`src/rtl/src_pkg.sv`:
```
// package: register map, clamp limit and divider settings for the servo reference control
package src_pkg;
  localparam logic [7:0]  ADDR_CMD      = 8'h05;
  localparam logic [7:0]  ADDR_CFG      = 8'h09;
  localparam logic [7:0]  ADDR_VT_HIGH  = 8'h0a;
  localparam logic [7:0]  ADDR_VT_LOW   = 8'h0b;
  localparam logic [7:0]  ADDR_IT       = 8'h0c;
  localparam logic [7:0]  ADDR_VCODE_HI = 8'h0d;
  localparam logic [7:0]  ADDR_VCODE_LO = 8'h0e;
  localparam logic [7:0]  ADDR_ICODE    = 8'h0f;
  localparam int          LOAD_BIT      = 1;
  localparam int          DIV_LSB       = 6;
  localparam logic [10:0] VCODE_MAX     = 11'h0780;
  localparam logic [7:0]  RST_VT_HIGH   = 8'h00;
  localparam logic [7:0]  RST_VT_LOW    = 8'h00;
  localparam logic [7:0]  RST_IT        = 8'h00;
  localparam logic [7:0]  RST_CFG       = 8'h00;
  localparam logic [10:0] RST_VCODE     = 11'h000;
  localparam logic [7:0]  RST_ICODE     = 8'h00;
  localparam int          MICROVOLT_PER_STEP = 12500;
  // servo tick periods in master clock cycles for settings 0..3
  localparam logic [15:0] DIV_SEL0 = 16'h0019;
  localparam logic [15:0] DIV_SEL1 = 16'h0032;
  localparam logic [15:0] DIV_SEL2 = 16'h0064;
  localparam logic [15:0] DIV_SEL3 = 16'h00c8;
  typedef struct packed {
    logic       wr;
    logic [7:0] addr;
    logic [7:0] wdata;
  } src_bus_type;
endpackage

```
`src/rtl/src_servo_reference_control.sv`:
```
// servo reference control: target registers, load command, clamp and ramping counters
`timescale 1ns/100ps
module src_servo_reference_control #(
  parameter int VW = 11,
  parameter int IW = 8
) (
  input  wire logic                 clk,
  input  wire logic                 reset,
  input  wire src_pkg::src_bus_type bus,
  output logic [7:0]                rdata,
  output logic [VW-1:0]             voltage_ref_out,
  output logic [IW-1:0]             current_limit_ref_pin,
  output logic                      servo_busy
);
  // the clamp limit and readback slices assume these exact widths
  if (VW != 11 || IW != 8) begin : g_width_check
    $error("code widths are fixed at 11 and 8 bits");
  end

  logic [7:0]    vt_high_q, vt_high_d;
  logic [7:0]    vt_low_q, vt_low_d;
  logic [7:0]    it_q, it_d;
  logic [7:0]    cfg_q, cfg_d;
  logic [VW-1:0] vtarget_q, vtarget_d;
  logic [VW-1:0] vcode_q, vcode_d;
  logic [IW-1:0] icode_q, icode_d;
  logic [15:0]   div_q, div_d;
  logic [7:0]    rdata_q, rdata_d;
  logic          busy_q, busy_d;
  logic          tick;
  logic [VW-1:0] assembled;
  logic          load_hit;

  function automatic logic [15:0] div_period(input logic [1:0] sel);
    case (sel)
      2'd0:    div_period = src_pkg::DIV_SEL0;
      2'd1:    div_period = src_pkg::DIV_SEL1;
      2'd2:    div_period = src_pkg::DIV_SEL2;
      default: div_period = src_pkg::DIV_SEL3;
    endcase
  endfunction

  // voltage target writes only reach staging registers and wait for the load; current target and config writes act at once
  always_comb begin
    vt_high_d = vt_high_q;
    vt_low_d  = vt_low_q;
    it_d      = it_q;
    cfg_d     = cfg_q;
    if (bus.wr) begin
      case (bus.addr)
        src_pkg::ADDR_VT_HIGH: vt_high_d = bus.wdata;
        src_pkg::ADDR_VT_LOW:  vt_low_d  = bus.wdata;
        src_pkg::ADDR_IT:      it_d      = bus.wdata;
        src_pkg::ADDR_CFG:     cfg_d     = bus.wdata;
        default:               vt_high_d = vt_high_q;
      endcase
    end
  end

  assign assembled = {vt_high_q, vt_low_q[2:0]};

  assign load_hit = bus.wr && bus.addr == src_pkg::ADDR_CMD && bus.wdata[src_pkg::LOAD_BIT];

  // the host is trusted to have written both halves before this strobe
  always_comb begin
    vtarget_d = vtarget_q;
    if (load_hit) begin
      vtarget_d = (assembled > src_pkg::VCODE_MAX) ? src_pkg::VCODE_MAX : assembled;
    end
  end

  // divider restarts on any count at or past the period minus one so a smaller setting takes effect at once
  always_comb begin
    tick  = (div_q >= div_period(cfg_q[src_pkg::DIV_LSB +: 2]) - 16'h0001);
    div_d = tick ? 16'h0000 : div_q + 16'h0001;
  end

  // two separate comparators and counters; only the shared divider tick couples them, so both step in the same cycle
  always_comb begin
    vcode_d = vcode_q;
    icode_d = icode_q;
    if (tick) begin
      if (vcode_q < vtarget_q) begin
        vcode_d = vcode_q + 11'h001;
      end else if (vcode_q > vtarget_q) begin
        vcode_d = vcode_q - 11'h001;
      end
      if (icode_q < it_q) begin
        icode_d = icode_q + 8'h01;
      end else if (icode_q > it_q) begin
        icode_d = icode_q - 8'h01;
      end
    end
    busy_d = (vcode_d != vtarget_d) || (icode_d != it_d);
  end

  always_comb begin
    case (bus.addr)
      src_pkg::ADDR_VT_HIGH:  rdata_d = vt_high_q;
      src_pkg::ADDR_VT_LOW:   rdata_d = {5'h00, vt_low_q[2:0]};
      src_pkg::ADDR_IT:       rdata_d = it_q;
      src_pkg::ADDR_CFG:      rdata_d = cfg_q;
      src_pkg::ADDR_VCODE_HI: rdata_d = vcode_q[10:3];
      src_pkg::ADDR_VCODE_LO: rdata_d = {5'h00, vcode_q[2:0]};
      src_pkg::ADDR_ICODE:    rdata_d = icode_q;
      default:                rdata_d = 8'h00;
    endcase
  end

  always_ff @(posedge clk or posedge reset) begin
    if (reset) begin
      vt_high_q <= src_pkg::RST_VT_HIGH;
      vt_low_q  <= src_pkg::RST_VT_LOW;
      it_q      <= src_pkg::RST_IT;
      cfg_q     <= src_pkg::RST_CFG;
      vtarget_q <= src_pkg::RST_VCODE;
      vcode_q   <= src_pkg::RST_VCODE;
      icode_q   <= src_pkg::RST_ICODE;
      div_q     <= 16'h0000;
      rdata_q   <= 8'h00;
      busy_q    <= 1'b0;
    end else begin
      vt_high_q <= vt_high_d;
      vt_low_q  <= vt_low_d;
      it_q      <= it_d;
      cfg_q     <= cfg_d;
      vtarget_q <= vtarget_d;
      vcode_q   <= vcode_d;
      icode_q   <= icode_d;
      div_q     <= div_d;
      rdata_q   <= rdata_d;
      busy_q    <= busy_d;
    end
  end

  assign rdata                 = rdata_q;
  assign voltage_ref_out       = vcode_q;
  assign current_limit_ref_pin = icode_q;
  assign servo_busy            = busy_q;
endmodule

```
`config.mk`:
```
export PLATFORM = sky130hd
export DESIGN_NAME = src_servo_reference_control
export DESIGN_NICKNAME = d
export VERILOG_FILES = /design/src/rtl/src_pkg.sv /design/src/rtl/src_servo_reference_control.sv
export SDC_FILE = /design/constraint.sdc
export NUM_CORES = 1
export LEC_CHECK = 0
export BUFFER_PORTS_ARGS = -buffer_cell sky130_fd_sc_hd__buf_2
export CORE_ASPECT_RATIO = 0.6
export CORE_MARGIN = 2
export CORE_UTILIZATION = 65
export DETAILED_ROUTE_END_ITERATION = 12
export PLACE_DENSITY = 0.84
export RECOVER_POWER = 25
export SLEW_MARGIN = 10
export SYNTH_ARGS = -nofsm -noshare
export SYNTH_HDL_FRONTEND = slang
export SYNTH_SLANG_ARGS = --single-unit
```
`constraint.sdc`:
```
create_clock -name clk -period 5.7 [get_ports clk]
set_input_delay 0 -clock clk [delete_from_list [all_inputs] [get_ports clk]]
set_output_delay 0 -clock clk [all_outputs]
set_load 0.05 [all_outputs]
```
==> summary.md <==
| Metric | Value |
|---|---|
| Finished Cell Area | `0.00596 sq mm` |
| Slew @ Worst Pin | `4480 ps` |
| Post-synth top area share | `0.392` |
| Post-synthesis register bit count | `82` |
| Core Rows | `25` |
| Dominant synthesized flop cell | `dfrtp_1` |
| Final Cycle Share | `0.716` |
| Initial core utilization | `0.667` |
| Die H | `73.5 um` |
| Hold Crit Class | `input port to flop` |
| CP required | `5940 ps` |
| F_max | `245 MHz` |
| Total wire length | `14.5 mm` |
| # Post-CTS Setup Buffers | `0` |
| Slew HR | `-1.99` |
| DP HPWL | `10.5 mm` |
| Routability Congestion | `0.938` |
| Synth Warn # | `0` |
| Final nets | `648` |
| CP most frequent cell | `ha_1` |
| CP Class | `flop to flop` |
| Area after DPL | `0.00557 sq mm` |
| Synth top area cells | `dfrtp_1, ha_1, mux2_2` |
| Vias in the first global route | `4303` |
| Initial antenna violation count | `0` |
| Register area share after synthesis | `0.392` |
| Setup WS post-layout | `1620 ps` |
| Syn avg cell area | `9.81 sq um` |
| Core area | `0.00785 sq mm` |
| Clk Latency, worst-skew pair | `350 ps` |
| Layout cells sized above 1 | `0.173` |
| H-tree depth | `3` |
| Num CTS Buffers | `9` |
| Most instantiated library cell after synthesis | `dfrtp_1` |
| Setup violations, final | `0` |
| Max-Cap Viols | `1` |
| Crit path time final | `4080 ps` |
| DR pass1 iterations | `5` |
| Failing checks | `max-capacitance violations, max-slew violations` |
| Post-Route Skew | `7.70 ps` |
| Gr ovfl total | `0` |
| Die W | `120 um` |
| Slowest stage delay, CP | `550 ps` |
| LEAKAGE | `2.88 nW` |
| IO Port Bufs | `46` |
| Dpl ws | `1710 ps` |
| VDD IR max | `0.303 mV` |
| Vias per Instance | `6.49` |
| Area leader, netlist | `dfrtp_1` |
| DRC violation count after routing | `0` |
| Area grow syn2layout | `13.7%` |
| Synth async-reset ratio | `1.00` |
| Antenna viol nets, final | `0` |
| Cell variety after synth | `63` |
| First-pass GRT wire length | `23.3 mm` |
| Worst-path cell chain | `inv_1 -> ha_1 -> inv_1 -> ha_1 -> ha_1 -> o211ai_1 -> nor2_1 -> o21ai_1 -> nand2_1 -> o21ai_0 -> xnor3_1 -> a2111oi_0 -> and4_1 -> nand2_1` |
| Crit path max fanout | `19` |
| CP Launch Type | `flop` |
| Worst hold slack | `95.5 ps` |
| Status | `finished with violations` |
| Critical-path top delay cell | `nand2_1` |
| Tot GR Track Use | `0.350` |
| DR vias | `4562` |
| Clock sinks | `82` |
| Synth top cells by count | `dfrtp_1, inv_1, nand2_1` |
| PD cells | `442 mW/mm^2` |
| Slew Limit Fails | `83` |
| # IOs | `47` |
| Power, Total | `2.63 mW` |
| Max Root-Sink Buffers | `2` |
| Clock-pin slew on the worst setup and hold paths | `70 ps` |
| Worst setup EP type | `flop` |
| Flop2flop setup slack | `1620 ps` |
| Die area | `0.00882 sq mm` |
| EDFF count, synth | `0` |
| Synth Instances | `534` |
| Drt wl/cell | `20.7 um` |
| First-iteration detailed-routing DRC count | `665` |
| RSZ-0062 raised after global routing | `false` |
| Ant. Diodes | `0` |
| CTS root buffer | `clkbuf_16` |
| Largest net degree at the start of global routing | `83` |
| Setup_tns | `0 ps` |
| Crit path arrival time | `4320 ps` |
| Number of failing hold endpoints at the final stage | `0` |
| Cell Area, Synth | `0.00524 sq mm` |
| CTS tree | `built` |
==> repair_timing <==
action	CTS	global route
hold buffers	8	0
gates resized for setup	0	0
endpoints found under the hold margin	23	0
==> registers in the layout, summed over array words and instances (netlist names) <==
signal                 cells
vtarget_q                 11
it_q                       8
div_q                     16
vt_high_q                  8
voltage_ref_out           11
cfg_q                      8
vt_low_q                   3
servo_busy                 1
rdata                      8
current_limit_ref_pin      8
==> per-layer routing <==
metal / part of all wire / GRT usage
met2: 0.43 / 0.512
met3: 0.12 / 0.111
met1: 0.43 / 0.500
met4: 0.022 / 0.108
met5: 0 / 0
==> kinds of logic after synthesis <==
logic type | after synthesis | synth area share
AO/OA/AOI/OAI | 109 | 0.137
XOR/XNOR | 31 | 0.0652
adder cells (fa/ha/maj) | 39 | 0.0931
buffers and inverters | 64 | 0.0478
flip-flops | 82 | 0.392
multiplexers | 45 | 0.100
other | 1 | 0.000716
AND/OR/NAND/NOR | 163 | 0.164
==> cell usage in the layout (no fill, tap or decap), drive strengths merged, types with 8 or more instances in the layout <==
master and instances:
nand3 17, and3 8, nand2 43, clkbuf 10, xnor2 12, nor2 34, dfrtp 82, a22oi 10
buf 48, nand4 10, o22ai 9, inv 49, a21oi 28, ha 39, o21ai 22, dlygate4sd3 8
nor3 12, mux2i 12, xor2 14, mux2 30
==> metrics by stage <==
| stage | util | std cells |
|---|---|---|
| 3_3_place_gp | 0.710 | 679 |
| 2_1_floorplan | - | 540 |
| 4_1_cts | 0.759 | 703 |
| 5_1_grt | 0.759 | 703 |
| 3_5_place_dp | 0.710 | 679 |
| 6_report | 0.759 | 703 |
==> layout make-up <==
class	count	area [sq um]
clock buffers	9	225
clock inverters	7	83.8
flip-flops and latches	82	2050
fillers	556	1890
well taps	108	135
repair buffers	57	329
multi-input cells	394	2960
inverters	46	174
==> worst paths after layout <==
kind,to,cells past startpoint,start
worst max-delay path,servo_busy,14,cfg_q[6]
worst min-delay path,rdata[5],3,bus[11]
worst max register to register,servo_busy,14,cfg_q[6]
worst min register to register,cfg_q[4],1,cfg_q[4]
max in group asynchronous,vtarget_q[4],3,reset
min in group asynchronous,rdata[6],3,reset
==> worst max-delay path: cells and delay by family (launching register included) <==
family | cells | cell delay [ps]
buffers and inverters | 2 | 200
flip-flops | 1 | 470
AND/OR/NAND/NOR | 4 | 910
adder cells (fa/ha/maj) | 3 | 730
AO/OA/AOI/OAI | 4 | 1370
XOR/XNOR | 1 | 280
==> power breakdown <==
group	leakage (nW)	switching, mW	internal (mW)
sequential	1.06	0.207	0.661
combinational	1.68	0.728	0.422
clock	0.149	0.265	0.348
Power figures use the tool's default switching activity.
